`config.mk`:
```
export PLATFORM = sky130hd
export DESIGN_NAME = multi_source_clock_generator_ctl
export DESIGN_NICKNAME = d
export VERILOG_FILES = /design/src/clkgen_pkg.sv /design/src/clock_divider_pow2.sv /design/src/multi_source_clock_generator_ctl.sv
export VERILOG_INCLUDE_DIRS = /design/src /design/src/src
export SDC_FILE = /design/constraint.sdc
export NUM_CORES = 1
export LEC_CHECK = 0
export BUFFER_PORTS_ARGS = -buffer_cell sky130_fd_sc_hd__buf_2
export CAP_MARGIN = 40
export CORE_MARGIN = 10
export CORE_UTILIZATION = 45
export CTS_CLUSTER_SIZE = 8
export DETAILED_ROUTE_END_ITERATION = 6
export PLACE_DENSITY_LB_ADDON = 0.08
export REMOVE_ABC_BUFFERS = 1
export SETUP_SLACK_MARGIN = 0.2
export SYNTH_ARGS = -nofsm -noshare
export SYNTH_HDL_FRONTEND = slang
export SYNTH_SLANG_ARGS = --single-unit
```
`constraint.sdc`:
```
create_clock -name clk_i -period 1.9 [get_ports clk_i]
set_clock_uncertainty 0.1 [all_clocks]
set_input_delay 0.285 -clock clk_i [delete_from_list [all_inputs] [get_ports clk_i]]
set_output_delay 0.285 -clock clk_i [all_outputs]
set_load 0.02 [all_outputs]
```
`src/clkgen_defines.svh`:
```
// Offsets, field positions, reset values and widths of the clock generator control block.
// Included by the package and the design modules; holds definitions only.
`ifndef CLKGEN_DEFINES_SVH
`define CLKGEN_DEFINES_SVH

// Register byte addresses on the 32-bit Wishbone bus
`define CG_ADDR_W             8
`define CG_OFF_CONTROL_ONE    8'h00
`define CG_OFF_STATUS         8'h04
`define CG_OFF_AUX_CONTROL    8'h08
`define CG_OFF_TRIM           8'h0c

// Control one fields
`define CG_SYS_CLOCK_SOURCE_SELECT_HI            7
`define CG_SYS_CLOCK_SOURCE_SELECT_LO            6
`define CG_REFERENCE_DIVIDER_HI            5
`define CG_REFERENCE_DIVIDER_LO            3
`define CG_INTERNAL_REFERENCE_SELECT_BIT          2
`define CG_INTERNAL_REF_OUTPUT_ENABLE_BIT        1
`define CG_INTERNAL_REF_STOP_ENABLE_BIT       0
`define CG_CONTROL_ONE_RST    8'h04

// Source select codes
`define CG_SRC_LOOP           2'h0
`define CG_SRC_INTERNAL       2'h1
`define CG_SRC_EXTERNAL       2'h2
`define CG_SRC_RESERVED       2'h3

// Aux control fields
`define CG_AUX_ODIV_HI        1
`define CG_AUX_ODIV_LO        0
`define CG_AUX_LOCK_IE_BIT    2
`define CG_AUX_MON_EN_BIT     3
`define CG_AUX_OSC_EN_BIT     4
`define CG_AUX_PLL_SEL_BIT    5
`define CG_AUX_LOW_POWER_BIT  6
`define CG_AUX_CONTROL_RST    8'h01

// Status fields
`define CG_STAT_LOCK_BIT      0
`define CG_STAT_LOCK_CHG_BIT  1
`define CG_STAT_EXT_LOST_BIT  2
`define CG_STAT_MODE_LO       4

// Trim
`define CG_TRIM_W             9
`define CG_TRIM_RST           9'h100

// Divider widths and the fixed debug divide select
`define CG_REFERENCE_DIVIDER_SEL_W         3
`define CG_REFERENCE_DIVIDER_CNT_W         7
`define CG_ODIV_SEL_W         2
`define CG_ODIV_CNT_W         3
`define CG_DEBUG_DIV_SEL      1'h1

`endif

```
`src/clkgen_pkg.sv`:
```
// Types shared by the clock generator control modules.
// Assumes clkgen_defines.svh is on the include path.
`include "clkgen_defines.svh"

package clkgen_pkg;

  typedef enum logic [3:0] {
    MODE_FEI  = 4'h0,
    MODE_FEE  = 4'h1,
    MODE_FBI  = 4'h2,
    MODE_FBE  = 4'h3,
    MODE_PEE  = 4'h4,
    MODE_PBE  = 4'h5,
    MODE_LOWPOWER_BYPASS_INTERNAL_MODE = 4'h6,
    MODE_LOWPOWER_BYPASS_EXTERNAL_MODE = 4'h7,
    MODE_STOP = 4'h8
  } cg_mode_t;

endpackage : clkgen_pkg

```
`src/clock_divider_pow2.sv`:
```
// Divides a one-cycle clock tick stream by two raised to a select value.
// Assumes ticks are synchronous to clk_i and at most one per cycle.
`timescale 1ns/1ps
`include "clkgen_defines.svh"

module clock_divider_pow2
  import clkgen_pkg::*;
#(
  parameter int SEL_W = 3,
  parameter int CNT_W = 7
)
(
  // Clock and reset
  input  wire logic             clk_i,
  input  wire logic             rst_i,
  // Tick in, divide select, tick out
  input  wire logic             tick_i,
  input  wire logic [SEL_W-1:0] sel_i,
  output logic                  tick_o
);

  typedef struct packed {
    logic [CNT_W-1:0] cnt;
    logic             tick;
  } div_state_t;

  div_state_t state;
  div_state_t next_state;
  logic [CNT_W-1:0] mask;

  // Mask of low count bits that must all be one for an output tick
  assign mask = CNT_W'(({{(CNT_W){1'b0}}, 1'b1} << sel_i) - 1'b1);

  always_comb
  begin
    next_state      = state;
    next_state.tick = 1'b0;
    if (tick_i)
    begin
      next_state.cnt  = CNT_W'(state.cnt + 1'b1);
      next_state.tick = ((state.cnt & mask) == mask);
    end
  end

  always_ff @(posedge clk_i)
  begin
    if (rst_i)
      state <= '0;
    else
      state <= next_state;
  end

  assign tick_o = state.tick;

endmodule // clock_divider_pow2

```
`src/multi_source_clock_generator_ctl.sv`:
```
// Clock generator control: source selection, dividers, internal reference gating, lock and monitor events.
// Assumes every clock source arrives as a one-cycle tick synchronous to clk_i; analog loops live outside.
//
// Summary of operation
// - Source select 00 loop output, 01 internal reference, 10 external reference.
// - Reserved source code 11 acts exactly like 00, the loop output.
// - Reference divider field divides selected reference by two to the field, reset 000.
// - Reference select bit set feeds divider from internal, clear from external reference.
// - Output enable bit gates the internal reference onto its own output.
// - In stop, internal reference runs only if stop enable and output enable or internal mode.
// - Selected source passes an output divider of 1, 2, 4 or 8.
// - Debug link clock is always controlled oscillator output divided by two.
// - Nine operating modes are decoded and reported on mode_o; status bits 7:5 give only mode bits 2:0.
// - PLL lock changes raise a lock interrupt request when enabled.
// - Clock monitor requests system reset on external reference loss while the external reference is in use.
// - Internal reference trim has nine bits; internal reference can drive system clock.
// - Block enables the external oscillator for crystal or resonator use.
// - No signal leaves the chip; all ports are on-chip.
`timescale 1ns/1ps
`include "clkgen_defines.svh"

module multi_source_clock_generator_ctl
  import clkgen_pkg::*;
(
  // Clock and reset
  input  wire logic                  clk_i,
  input  wire logic                  rst_i,
  // Wishbone slave
  input  wire logic                  cyc_i,
  input  wire logic                  stb_i,
  input  wire logic                  we_i,
  input  wire logic [`CG_ADDR_W-1:0] adr_i,
  input  wire logic [3:0]            sel_i,
  input  wire logic [31:0]           dat_i,
  output logic      [31:0]           dat_o,
  output logic                       ack_o,
  // Clock source ticks
  input  wire logic                  int_ref_tick_i,
  input  wire logic                  ext_ref_tick_i,
  input  wire logic                  loop_out_tick_i,
  input  wire logic                  controlled_osc_output_i,
  // Loop and oscillator status
  input  wire logic                  pll_lock_i,
  input  wire logic                  ext_ref_lost_i,
  input  wire logic                  stop_i,
  // Clock outputs
  output logic                       sys_clock_tick_o,
  output logic                       loop_ref_tick_o,
  output logic                       debug_link_clock_o,
  output logic                       internal_ref_clock_out_o,
  // Analog controls
  output logic [`CG_TRIM_W-1:0]      internal_ref_trim_o,
  output logic                       internal_ref_osc_enable_o,
  output logic                       external_osc_enable_o,
  output logic                       pll_select_o,
  output logic                       loop_enable_o,
  // Events
  output logic                       lock_irq_o,
  output logic                       clock_monitor_reset_o,
  output cg_mode_t                   mode_o
);

  typedef struct packed {
    logic [7:0]            control_one;
    logic [7:0]            aux_control;
    logic [`CG_TRIM_W-1:0] trim;
    logic                  lock_prev;
    logic                  lock_changed;
    logic                  ext_lost;
    cg_mode_t              mode;
    cg_mode_t              run_mode;
    logic                  irc_out;
    logic                  irc_run;
    logic                  mon_reset;
    logic                  ack;
    logic [31:0]           rdata;
  } ctl_state_t;

  ctl_state_t state;
  ctl_state_t next_state;

  logic [1:0]                 sys_clock_source_select;
  logic [`CG_REFERENCE_DIVIDER_SEL_W-1:0]  reference_divider;
  logic                       internal_reference_select;
  logic                       internal_ref_output_enable;
  logic                       internal_ref_stop_enable;
  logic                       pll_sel;
  logic                       low_power;
  logic                       bus_req;
  logic                       wr_en;
  logic                       src_tick;
  logic                       ref_tick;
  logic                       internal_mode;
  logic                       irc_keep;
  logic                       ext_in_use;
  cg_mode_t                   decoded_mode;
  logic [7:0]                 status_byte;

  assign sys_clock_source_select      = state.control_one[`CG_SYS_CLOCK_SOURCE_SELECT_HI:`CG_SYS_CLOCK_SOURCE_SELECT_LO];
  assign reference_divider      = state.control_one[`CG_REFERENCE_DIVIDER_HI:`CG_REFERENCE_DIVIDER_LO];
  assign internal_reference_select     = state.control_one[`CG_INTERNAL_REFERENCE_SELECT_BIT];
  assign internal_ref_output_enable   = state.control_one[`CG_INTERNAL_REF_OUTPUT_ENABLE_BIT];
  assign internal_ref_stop_enable  = state.control_one[`CG_INTERNAL_REF_STOP_ENABLE_BIT];
  assign pll_sel   = state.aux_control[`CG_AUX_PLL_SEL_BIT];
  assign low_power = state.aux_control[`CG_AUX_LOW_POWER_BIT];

  // Single-cycle classic access; ack drops the cycle after it is given
  assign bus_req = cyc_i && stb_i && !state.ack;
  assign wr_en   = bus_req && we_i && sel_i[0];

  // Source mux: the reserved code falls through to the loop output
  always_comb
  begin
    unique case (sys_clock_source_select)
      `CG_SRC_INTERNAL: src_tick = int_ref_tick_i;
      `CG_SRC_EXTERNAL: src_tick = ext_ref_tick_i;
      `CG_SRC_LOOP:     src_tick = loop_out_tick_i;
      `CG_SRC_RESERVED: src_tick = loop_out_tick_i;
    endcase
  end

  assign ref_tick = internal_reference_select ? int_ref_tick_i : ext_ref_tick_i;

  // Mode decode from the control fields and the stop request
  always_comb
  begin
    decoded_mode = MODE_FEI;
    if (stop_i)
      decoded_mode = MODE_STOP;
    else
    begin
      unique case (sys_clock_source_select)
        `CG_SRC_INTERNAL: decoded_mode = low_power ? MODE_LOWPOWER_BYPASS_INTERNAL_MODE : MODE_FBI;
        `CG_SRC_EXTERNAL:
        begin
          if (low_power)
            decoded_mode = MODE_LOWPOWER_BYPASS_EXTERNAL_MODE;
          else
            decoded_mode = pll_sel ? MODE_PBE : MODE_FBE;
        end
        `CG_SRC_LOOP,
        `CG_SRC_RESERVED:
        begin
          // The PLL only runs from the external reference
          if (internal_reference_select)
            decoded_mode = MODE_FEI;
          else
            decoded_mode = pll_sel ? MODE_PEE : MODE_FEE;
        end
      endcase
    end
  end

  // Stop retention looks at the mode held before stop was entered
  assign internal_mode = (state.run_mode == MODE_FEI) || (state.run_mode == MODE_FBI) ||
                         (state.run_mode == MODE_LOWPOWER_BYPASS_INTERNAL_MODE);
  assign irc_keep      = internal_ref_stop_enable && (internal_ref_output_enable || internal_mode);
  assign ext_in_use    = !internal_reference_select || (sys_clock_source_select == `CG_SRC_EXTERNAL);

  assign status_byte = {state.mode[2:0], 1'b0, 1'b0, state.ext_lost, state.lock_changed, state.lock_prev};

  always_comb
  begin
    next_state      = state;
    next_state.ack  = bus_req;
    next_state.mode = decoded_mode;

    if (!stop_i)
      next_state.run_mode = decoded_mode;

    // Internal reference runs always outside stop; in stop only when retained
    next_state.irc_run = !stop_i || irc_keep;
    next_state.irc_out = int_ref_tick_i && internal_ref_output_enable && (!stop_i || irc_keep);

    // Lock change flag: a new change wins over a software clear
    next_state.lock_prev = pll_lock_i;
    if (wr_en && (adr_i == `CG_OFF_STATUS) && dat_i[`CG_STAT_LOCK_CHG_BIT])
      next_state.lock_changed = 1'b0;
    if (pll_lock_i != state.lock_prev)
      next_state.lock_changed = 1'b1;

    // Loss flag also set-wins; reset request only while monitor enabled and reference used
    if (wr_en && (adr_i == `CG_OFF_STATUS) && dat_i[`CG_STAT_EXT_LOST_BIT])
      next_state.ext_lost = 1'b0;
    if (ext_ref_lost_i && state.aux_control[`CG_AUX_MON_EN_BIT])
      next_state.ext_lost = 1'b1;
    next_state.mon_reset = ext_ref_lost_i && state.aux_control[`CG_AUX_MON_EN_BIT] && ext_in_use;

    // Register writes when byte lane 0 is selected; trim also takes dat_i bit 8
    if (wr_en)
    begin
      unique case (adr_i)
        `CG_OFF_CONTROL_ONE: next_state.control_one = dat_i[7:0];
        `CG_OFF_AUX_CONTROL: next_state.aux_control = dat_i[7:0];
        `CG_OFF_TRIM:        next_state.trim        = dat_i[`CG_TRIM_W-1:0];
        default:             next_state.trim        = state.trim;
      endcase
    end

    // Read data registered with the ack; unmapped reads give zero
    next_state.rdata = 32'h0;
    if (bus_req && !we_i)
    begin
      unique case (adr_i)
        `CG_OFF_CONTROL_ONE: next_state.rdata = {24'h0, state.control_one};
        `CG_OFF_STATUS:      next_state.rdata = {24'h0, status_byte};
        `CG_OFF_AUX_CONTROL: next_state.rdata = {24'h0, state.aux_control};
        `CG_OFF_TRIM:        next_state.rdata = {23'h0, state.trim};
        default:             next_state.rdata = 32'h0;
      endcase
    end
  end

  always_ff @(posedge clk_i)
  begin
    if (rst_i)
    begin
      state             <= '0;
      state.control_one <= `CG_CONTROL_ONE_RST;
      state.aux_control <= `CG_AUX_CONTROL_RST;
      state.trim        <= `CG_TRIM_RST;
      state.mode        <= MODE_FEI;
      state.run_mode    <= MODE_FEI;
      state.irc_run     <= 1'b1;
    end
    else
      state <= next_state;
  end

  // Reference divider ahead of the loop
  clock_divider_pow2 #(
    .SEL_W (`CG_REFERENCE_DIVIDER_SEL_W),
    .CNT_W (`CG_REFERENCE_DIVIDER_CNT_W)
  ) u_ref_div (
    .clk_i  (clk_i),
    .rst_i  (rst_i),
    .tick_i (ref_tick),
    .sel_i  (reference_divider),
    .tick_o (loop_ref_tick_o)
  );

  // Output divider after the source mux
  clock_divider_pow2 #(
    .SEL_W (`CG_ODIV_SEL_W),
    .CNT_W (`CG_ODIV_CNT_W)
  ) u_out_div (
    .clk_i  (clk_i),
    .rst_i  (rst_i),
    .tick_i (src_tick),
    .sel_i  (state.aux_control[`CG_AUX_ODIV_HI:`CG_AUX_ODIV_LO]),
    .tick_o (sys_clock_tick_o)
  );

  // Fixed halving for the debug link, independent of loop type
  clock_divider_pow2 #(
    .SEL_W (1),
    .CNT_W (1)
  ) u_debug_div (
    .clk_i  (clk_i),
    .rst_i  (rst_i),
    .tick_i (controlled_osc_output_i),
    .sel_i  (`CG_DEBUG_DIV_SEL),
    .tick_o (debug_link_clock_o)
  );

  // All outputs stay on chip
  assign dat_o                     = state.rdata;
  assign ack_o                     = state.ack;
  assign internal_ref_clock_out_o  = state.irc_out;
  assign internal_ref_trim_o       = state.trim;
  assign internal_ref_osc_enable_o = state.irc_run;
  assign external_osc_enable_o     = state.aux_control[`CG_AUX_OSC_EN_BIT] && (state.mode != MODE_STOP);
  assign pll_select_o              = pll_sel;
  // Low power bypass switches the loop off
  assign loop_enable_o             = !((state.mode == MODE_LOWPOWER_BYPASS_INTERNAL_MODE) || (state.mode == MODE_LOWPOWER_BYPASS_EXTERNAL_MODE) ||
                                       (state.mode == MODE_STOP));
  assign lock_irq_o                = state.lock_changed && state.aux_control[`CG_AUX_LOCK_IE_BIT];
  assign clock_monitor_reset_o     = state.mon_reset;
  assign mode_o                    = state.mode;

endmodule // multi_source_clock_generator_ctl

```
; ---- Word-level counts from Yosys, hierarchy flattened
; Index checks and enable logic that the tools add are counted.
[word_totals]
register_bits = 86
inputBits = 56
out_inout_bits = 56
word_cells = 101
[classes]
add_sub_neg = 5
eq_ne = 15
n_shift = 2
mux = 14
n_bitwise = 6
reduce_logical = 40
[ops]
columns = cell, n
row1 = $pmux W9 S4, 1
row2 = $eq A8 B4 Y1 const B, 2
row3 = $logic_and A1 B1 Y1, 15
row4 = $mux W3, 5
row5 = $eq A4 B3 Y1 const B, 3
row6 = $pmux W4 S3, 1
row7 = $reduce_or A2 Y1, 5
row8 = $eq A8 B3 Y1 const B, 1
row9 = $logic_not A8 Y1, 1
row10 = $add A7 B1 Y7 const B, 1
row11 = $and A7 B7 Y7, 1
row12 = $eq A7 B7 Y1, 1
row13 = $logic_or A1 B1 Y1, 7
row14 = $shl A1 B3 Y7 const A, 1
row15 = $sub A7 B1 Y7 const B, 1
row16 = $reduce_and A2 Y1, 3
row17 = $logic_not A1 Y1, 5
row18 = $mux W1, 5
row19 = $eq A2 B2 Y1 const B, 2
row20 = $eq A4 B2 Y1 const B, 1
row21 = $eq A4 B4 Y1 const B, 1
row22 = $logic_not A4 Y1, 1
row23 = $mux W4, 1
row24 = $ne A4 B4 Y1 const B, 1
row25 = 12 further kinds, 16

; ---- Depth between registers and ports, before layout
; Gate-level depths: netlist of the first run.
[logic_depth]
word_depth = 8
depth_mapped = 8
ltp_nobuf = 7

; ---- Cells and area by module
; Synthesis of the first run repeated with hierarchy kept, for this count alone.
[hier_totals]
cells_unflattened = 317
area_unflattened_um2 = 3091.7
[modules_own_cells]
columns = module, n_inst, cells_per_inst, area_per_inst_um2, seq_area_each_um2
row1 = multi_source_clock_generator_ctl, 1, 251, 2484.9, 980.9
row2 = clock_divider_pow2 at u_ref_div, 1, 42, 371.6, 160.2
row3 = clock_divider_pow2 at u_out_div, 1, 18, 163.9, 80.1
row4 = clock_divider_pow2 at u_debug_div, 1, 6, 71.3, 40.0

; ---- Worst setup path after synthesis of the first run
; No wires, ideal clock.
[synth_timing]
path_type = register to register
from = reg state, in the netlist reference_divider[2]
to = reg u_ref_div.state, in the netlist u_ref_div.tick_o
setup_ns = 0.115
arrival_time_ns = 1.666
required_ns = 1.685
path_slack_ns = 0.020
path_stages_with_launch = 9
n_path_buf = 1
synth_period_minus_slack_ns = 1.880
cell_sequence = dfxtp_1 > clkbuf_1 > nor2_1 > nand2_1 > ha_1 > nor4bb_1 > o21ai_0 > o2111a_1 > a2111oi_0
[synth_via]
elab_chain_cells = 4
[synth_rtl]
columns = item, line_no
row1 = from (decl), multi_source_clock_generator_ctl.sv:79  ; ctl_state_t state;
row2 = from (signal assigned), multi_source_clock_generator_ctl.sv:227  ; state <= next_state;
row3 = $shl A1 B3 Y7 (*), clock_divider_pow2.sv:32  ; assign mask = CNT_W'(({{(CNT_W){1'b0}}, 1'b1} << sel_i) - 1'b1);
row4 = $sub A7 B1 Y7 (*), clock_divider_pow2.sv:32
row5 = $and A7 B7 Y7, clock_divider_pow2.sv:41  ; next_state.tick = ((state.cnt & mask) == mask);
row6 = $eq A7 B7 Y1 (*), clock_divider_pow2.sv:41
row7 = to (signal assigned), clock_divider_pow2.sv:50  ; state <= next_state;
row8 = to (decl), clock_divider_pow2.sv:27  ; div_state_t state;
; Mark *: on every way between the ends. The rest lies on a longest branch, timed or not.
; A chain may end at the register's enable or synchronous reset.

; ---- Worst setup path in the final report of the first run
; Same ends and word-level chain as after synthesis.

==> impl_metrics.toml, run 1 <==
[clock_network]
clk_path_buf_depth = 2
clk_latency_ps = 340
cts_root_buf = "clkbuf_8"
cts_tree = "done"
cts_made_buffers = 9
cts_max_level = 3
clkSlewWorstSetupHoldPaths_ps = 70
cts.sinks = 63
postCtsHoldBufs = 0

[yosys]
async_flop_share = 0
ys_warn_count = 0
ys_types = 45
yosysSeqAreaShare = 0.413
syn_area_sq_um = 3060
synth_ff_type = "dfxtp_1"
syn_inst = 324
ys_ff_latch = 63
synth_edf_count = 0
syn_area_per_cell_sq_um = 9.43

[place]
dpl.hpwl_um = 5450
io_buffer_count = 62
place_area_sq_um = 3350
dp_slack_ps = -35.8
place.gp.congestion = 0.798

[critical_path]
critPathKind = "reg -> reg"
crit_arrival_ps = 1860
cp_data_required_time_ps = 2030
startpoint_type = "flop"
crit_fanout = 6
endpoint_kind = "flop"

[outcome]
status = "complete, no violations"

[layout]
drive_gt1_frac = 0.349
area_delta_synth_final_pct = 23.0
antennaDiodeCount = 0
final_nets = 449
postLayoutCoreUtil = 0.582
final_area_sq_um = 3760
fillers = 566

[detailed_routing]
firstDrtPassIters = 4
drtIter0Drc = 98
drcViolationCount = 0
drt-vias-per-instance = 4.99
drt.antenna.violating_nets = 0
wirelength_um = 7220
routed-via-count = 2346
wl_per_cell_um = 15.4

[die]
start_util = 0.473
coreArea_sq_um = 6460
rows = 29
die_height_um = 102
ios = 112
dieWidth_um = 102
die_area_sq_um = 10500

[global_routing]
grt_usage = 0.139
grt_max_degree = 27
grt_pass1_vias = 2296
antenna_found_initial = 0
grt_pass1_wl_um = 11500
grt-ovfl-total = 0

[pwr]
power_leakage_nw = 1.72
peakVddDrop_uv = 710
finalPower_mw = 3.05
power.density_nw_per_um2 = 811

[timing]
fmax_mhz = 578
setup_ws_ps = 171
slew_violations = 0
finalCritPeriodShare = 0.910
period_minus_slack_ps = 1730
setup_viol = 0
hold_viol_final = 0
rsz0062_at_grt = "true"

[min_path]
hold_class = "in -> reg"

[run]
cap_violations = 0
==> placed cells by master (no fill, tap or decap), drive strengths merged, types with 3 or more instances in the layout <==
cell type / count
o21ai: 11
a31oi: 3
nand4: 3
nor4bb: 3
bufinv: 3
xnor2: 5
ha: 5
nand2: 10
nor2: 51
nor2b: 15
a21oi: 5
dfxtp: 63
a211oi: 4
inv: 11
clkbuf: 11
mux4: 6
xor2: 4
mux2i: 29
nand3: 3
nor4: 4
buf: 88
conb: 23
nor3: 6
==> flip-flops by register name (all words and copies together) (netlist names), 3 cells and up <==
register / cells
dat_o: 9
mode_o: 4
internal_ref_trim_o: 9
state: 15
u_out_div.state: 3
u_ref_div.state: 7
reference_divider: 3
==> critical path: stages (launching register included) <==
cell       delay, ps
dfxtp_4          370
nor3_4           220
inv_2             70
ha_4             180
buf_4            140
a21oi_2          130
a21oi_2           90
a2111oi_4        340
==> metal layers <==
layer / wire, um / GRT usage
met5: 0 / 0
met4: 70 / 0.0597
met3: 762 / 0.0574
met2: 3080 / 0.200
met1: 3310 / 0.180
==> power breakdown <==
| group | leakage, nW | switching [mW] | total [mW] | internal [mW] |
|---|---|---|---|---|
| clock | 0.130 | 0.523 | 1.47 | 0.943 |
| combinational | 1.08 | 0.144 | 0.228 | 0.0841 |
| sequential | 0.514 | 0.0171 | 1.36 | 1.34 |
| total | 1.72 | 0.684 | 3.05 | 2.37 |
==> synth_stat cells (4+ instances only) <==
cell | n | area, sq um
o21ai_0 | 11 | 55.1
dfxtp_1 | 63 | 1260
buf_1 | 4 | 15.0
nor2b_1 | 15 | 93.8
buf_4 | 45 | 338
a211oi_1 | 4 | 30.0
mux4_2 | 6 | 135
xnor2_1 | 5 | 43.8
inv_1 | 11 | 41.3
nor3_1 | 6 | 30.0
xor2_1 | 4 | 35.0
ha_1 | 5 | 62.6
a21oi_1 | 5 | 25.0
nand2_1 | 10 | 37.5
mux2i_1 | 29 | 290
nor2_1 | 51 | 191
clkbuf_1 | 6 | 22.5
==> cells by family after synthesis <==
logic type	synth area share
xor gates and xnor gates	0.0258
and+or+nand+nor	0.185
other	0.00123
DFF	0.413
muxes	0.139
adders and majority gates	0.0205
AOI/OAI and AO/OA	0.0757
buffers and inverters	0.140
==> path summary, 6_finish.rpt <==
path         cells past startpoint  slack (ps)                     end            startpoint
max reg2reg                      7         170        u_ref_div.tick_o  reference_divider[2]
max                              7         170        u_ref_div.tick_o  reference_divider[2]
min                              3          70  internal_ref_trim_o[8]              dat_i[8]
min reg2reg                      1         360               state[37]             state[37]
==> metrics by stage <==
stage               TNS, ps  hold slack, ps  cells
floorplan                 0             254    289
global placement          0             334    452
detailed placement    -35.8             337    452
CTS                       0            53.1    468
global route              0            85.9    470
finish                    0            66.9    470
==> cell type report <==
| class | count | area (sq um) | share of cell area |
|---|---|---|---|
| timing repair buffer | 88 | 524 | 0.139 |
| clock buffer | 11 | 151 | 0.0403 |
| tap | 77 | 96.3 | 0.0256 |
| inverter | 11 | 41.3 | 0.0110 |
| clock inverter | 5 | 104 | 0.0276 |
| multi-input combinational | 215 | 1570 | 0.417 |
| sequential | 63 | 1270 | 0.339 |
==> timing repair <==
| item | CTS | global route |
|---|---|---|
| pin swaps | 1 | 5 |
| setup endpoints to repair | 5 | 8 |
| resized for setup | 13 | 24 |
| hold endpoints to repair | 0 | 0 |
| buffers inserted | 0 | 2 |
Note: power is estimated with default switching activity, not from simulation.
==> inputs of run 2 (changes only) <==
--- a/config.mk
+++ b/config.mk
@@ -12,7 +12,7 @@
 export CORE_UTILIZATION = 45
 export CTS_CLUSTER_SIZE = 8
 export DETAILED_ROUTE_END_ITERATION = 6
-export PLACE_DENSITY_LB_ADDON = 0.08
+export PLACE_DENSITY = 0.75
 export REMOVE_ABC_BUFFERS = 1
 export SETUP_SLACK_MARGIN = 0.2
 export SYNTH_ARGS = -nofsm -noshare
==> impl_metrics.toml, run 2 (synthesis results as in run 1) <==
[outcome]
status = "complete, no violations"

[clock_network]
cts.sinks = 63
cts_max_level = 3
cts_root_buf = "clkbuf_8"
cts_made_buffers = 9
postCtsHoldBufs = 0
clk_latency_ps = 340
clkSlewWorstSetupHoldPaths_ps = 70
clk_path_buf_depth = 2
cts_tree = "done"

[die]
coreArea_sq_um = 6460
dieWidth_um = 102
die_area_sq_um = 10500
rows = 29
die_height_um = 102
ios = 112
start_util = 0.473

[global_routing]
grt_max_degree = 51
grt_pass1_vias = 2398
grt-ovfl-total = 0
antenna_found_initial = 0
grt_usage = 0.140
grt_pass1_wl_um = 11500

[timing]
setup_ws_ps = 187
setup_viol = 0
fmax_mhz = 584
rsz0062_at_grt = "true"
slew_violations = 0
hold_viol_final = 0
finalCritPeriodShare = 0.902
whs_ps = 58.9
period_minus_slack_ps = 1710

[layout]
final_area_sq_um = 3740
largest-register = "state"
postLayoutCoreUtil = 0.579
final_cell_mix = "60 x buf_2, 55 x dfxtp_1, 51 x nor2_1"
area_delta_synth_final_pct = 22.4
drive_gt1_frac = 0.353
final_common_cell = "buf_2"
antennaDiodeCount = 0
largest_reg_flops = 15
final_nets = 453

[place]
io_buffer_count = 62
dp_slack_ps = -14.6
dpl.hpwl_um = 5510
place.gp.congestion = 0.793
place_area_sq_um = 3380

[detailed_routing]
drt-vias-per-instance = 5.15
routed-via-count = 2441
wirelength_um = 7400
wl_per_cell_um = 15.6
drtIter0Drc = 163
drcViolationCount = 0
drt.antenna.violating_nets = 0
firstDrtPassIters = 4

[pwr]
finalPower_mw = 2.62
peakVddDrop_uv = 413
power.density_nw_per_um2 = 701
power_leakage_nw = 1.71

[critical_path]
crit_fanout = 4
crit_arrival_ps = 1330
critPathKind = "reg -> out"
cp_data_required_time_ps = 1510
startpoint_type = "flop"
endpoint_kind = "output pin"

[min_path]
hold_class = "in -> reg"

[run]
cap_violations = 0
[run 2: metal layers]
layer / routed length [um] / up-vias / share of wire / track usage
met2: 3450 / 84 / 0.47 / 0.226
met1: 3210 / 1169 / 0.43 / 0.160
li1: - / 1179 / - / -
met3: 612 / 9 / 0.083 / 0.0493
met5: 0 / - / 0 / 0
met4: 133 / 0 / 0.018 / 0.0770
[run 2: power breakdown]
part           switching, mW  internal (mW)
sequential            0.0152           1.34
combinational          0.145         0.0876
clock                  0.498          0.541
[run 2: critical path, stage by stage (launching register included)]
cell,delay [ps]
dfxtp_4,360
nor4_2,260
buf_4,190
a31oi_4,40
buf_6,140
[run 2: metrics by stage]
stage / setup TNS (ps) / instances
6_report: 0 / 474
5_1_grt: 0 / 474
2_1_floorplan: 0 / 289
3_5_place_dp: -14.6 / 455
4_1_cts: 0 / 472
3_3_place_gp: 0 / 455
[run 2: path summary, 6_finish.rpt]
check	startpoint	endpoint	slack, ps	cells after the start
setup / recovery	mode_o[1]	loop_enable_o	190	4
hold / removal	dat_i[8]	internal_ref_trim_o[8]	60	3
setup reg to reg	reference_divider[1]	u_ref_div.tick_o	200	7
hold reg to reg	u_debug_div.state[1]	u_debug_div.tick_o	340	2
[run 2: what timing repair did]
item,in CTS,in global routing
pin swaps,1,5
endpoints found under the setup margin,5,9
gates resized for setup,10,33
buffers inserted,1,2
[run 2: cell type report]
cell class / instances / area [sq um]
flip-flops and latches: 63 / 1280
clock buffers: 13 / 159
multi-input cells: 215 / 1590
clock inverters: 3 / 17.5
fillers: 570 / 2720
inverters: 11 / 41.3
well taps: 77 / 96.3
repair buffers: 92 / 561
==> inputs of run 3 (changes only) <==
--- a/config.mk
+++ b/config.mk
@@ -12,7 +12,7 @@
 export CORE_UTILIZATION = 45
 export CTS_CLUSTER_SIZE = 8
 export DETAILED_ROUTE_END_ITERATION = 6
-export PLACE_DENSITY = 0.75
+export PLACE_DENSITY = 0.82
 export REMOVE_ABC_BUFFERS = 1
 export SETUP_SLACK_MARGIN = 0.2
 export SYNTH_ARGS = -nofsm -noshare
==> impl_metrics.toml, run 3 (synthesis results as in run 1) <==
[detailed_routing]
drcViolationCount = 0
firstDrtPassIters = 4
dr_wl_met2_um = 3580
wl_per_cell_um = 16.0
drt-vias-per-instance = 5.22
drt.antenna.violating_nets = 0
routed-via-count = 2455
dr_wl_met3_um = 742
drtIter0Drc = 210
wl_met1_um = 3070
routed.top_layer = "met4"
wirelength_um = 7520

[global_routing]
grt_max_degree = 27
grt_usage = 0.141
grt_pass1_wl_um = 11400
grt_pass1_vias = 2352
antenna_found_initial = 0
grt-ovfl-total = 0

[critical_path]
critPathKind = "reg -> out"
r2r_cells = 7
cp_data_required_time_ps = 1510
endpoint_kind = "output pin"
crit_fanout = 4
startpoint_type = "flop"
crit_arrival_ps = 1340

[place]
place.gp.congestion = 0.845
dpl.hpwl_um = 5580
io_buffer_count = 62

[layout]
drive_gt1_frac = 0.341
fillers = 560
final_nets = 449
final_common_cell = "buf_2"
final_cell_mix = "60 x buf_2, 55 x dfxtp_1, 50 x nor2_1"
postLayoutCoreUtil = 0.569
largest-register = "state"
antennaDiodeCount = 0
area_delta_synth_final_pct = 20.1
largest_reg_flops = 15

[clock_network]
cts_made_buffers = 9
clk_latency_ps = 350
cts.sinks = 63
cts_root_buf = "clkbuf_8"
clk_path_buf_depth = 2
clkSlewWorstSetupHoldPaths_ps = 70
cts_tree = "done"
postCtsHoldBufs = 0
cts_max_level = 3

[pwr]
p_switching_mw = 0.677
clkPwrFrac = 0.398
power.density_nw_per_um2 = 721
power_frac_comb = 0.090
peakVddDrop_uv = 357
intPower_mw = 1.97
power_leakage_nw = 1.68
finalPower_mw = 2.65
seqPwrFrac = 0.512
swShare = 0.256

[timing]
whs_ps = 79.9
fmax_mhz = 581
setup_viol = 0
rsz0062_at_grt = "true"
slew_violations = 0
period_minus_slack_ps = 1720
hold_viol_final = 0
finalCritPeriodShare = 0.906

[die]
die_height_um = 102
dieWidth_um = 102
ios = 112
rows = 29
coreArea_sq_um = 6460
die_area_sq_um = 10500
start_util = 0.473

[outcome]
status = "complete, no violations"

[min_path]
min_path_cells = 3
hold_class = "in -> reg"

[run]
cap_violations = 0
run 3: power groups by stage:
stage / registers [mW] / clock network [mW] / logic [mW]
detailed placement: 1.39 / 0 / 0.219
floorplan: 1.39 / 0 / 0.104
CTS: 1.36 / 1.06 / 0.226
finish: 1.36 / 1.05 / 0.238
global route: 1.36 / 1.12 / 0.257
global placement: 1.38 / 0 / 0.213
run 3: timing repair:
action	CTS	global route
endpoints found under the setup margin	6	8
pin swaps	1	6
buffers inserted	1	5
resized for setup	17	21
run 3: path summary, 6_finish.rpt:
path                           startpoint  slack, ps                  to
setup / recovery                mode_o[1]        180       loop_enable_o
hold / removal    controlled_osc_output_i         80  u_debug_div.tick_o
setup reg to reg     reference_divider[1]        210    u_ref_div.tick_o
hold reg to reg      u_debug_div.state[1]        340  u_debug_div.tick_o
run 3: through the flow:
stage,setup slack (ps),area (sq um),cells,TNS (ps)
2_1_floorplan,139,2750,289,0
3_3_place_gp,-35.7,3310,448,-35.7
3_5_place_dp,-112,3310,448,-112
4_1_cts,137,3540,465,0
5_1_grt,128,3670,470,0
6_report,178,3670,470,0
run 3: layer usage:
| metal | track usage | up-vias |
|---|---|---|
| met1 | 0.159 | 1175 |
| met5 | 0 | - |
| li1 | - | 1174 |
| met3 | 0.0553 | 12 |
| met4 | 0.0575 | 0 |
| met2 | 0.233 | 94 |
run 3: area by class of cell:
cell class	instances	area [sq um]	area share
Multi-Input combinational cell	215	1570	0.427
Sequential cell	63	1270	0.347
Timing Repair Buffer	88	518	0.141
Clock buffer	13	159	0.0433
Tap cell	77	96.3	0.0262
Inverter	11	41.3	0.0112
Clock inverter	3	17.5	0.00477
run 3: worst max-delay path: stages (launching register included):
cell	delay [ps]
dfxtp_4	360
nor4_4	260
buf_4	190
a31oi_4	40
buf_6	140
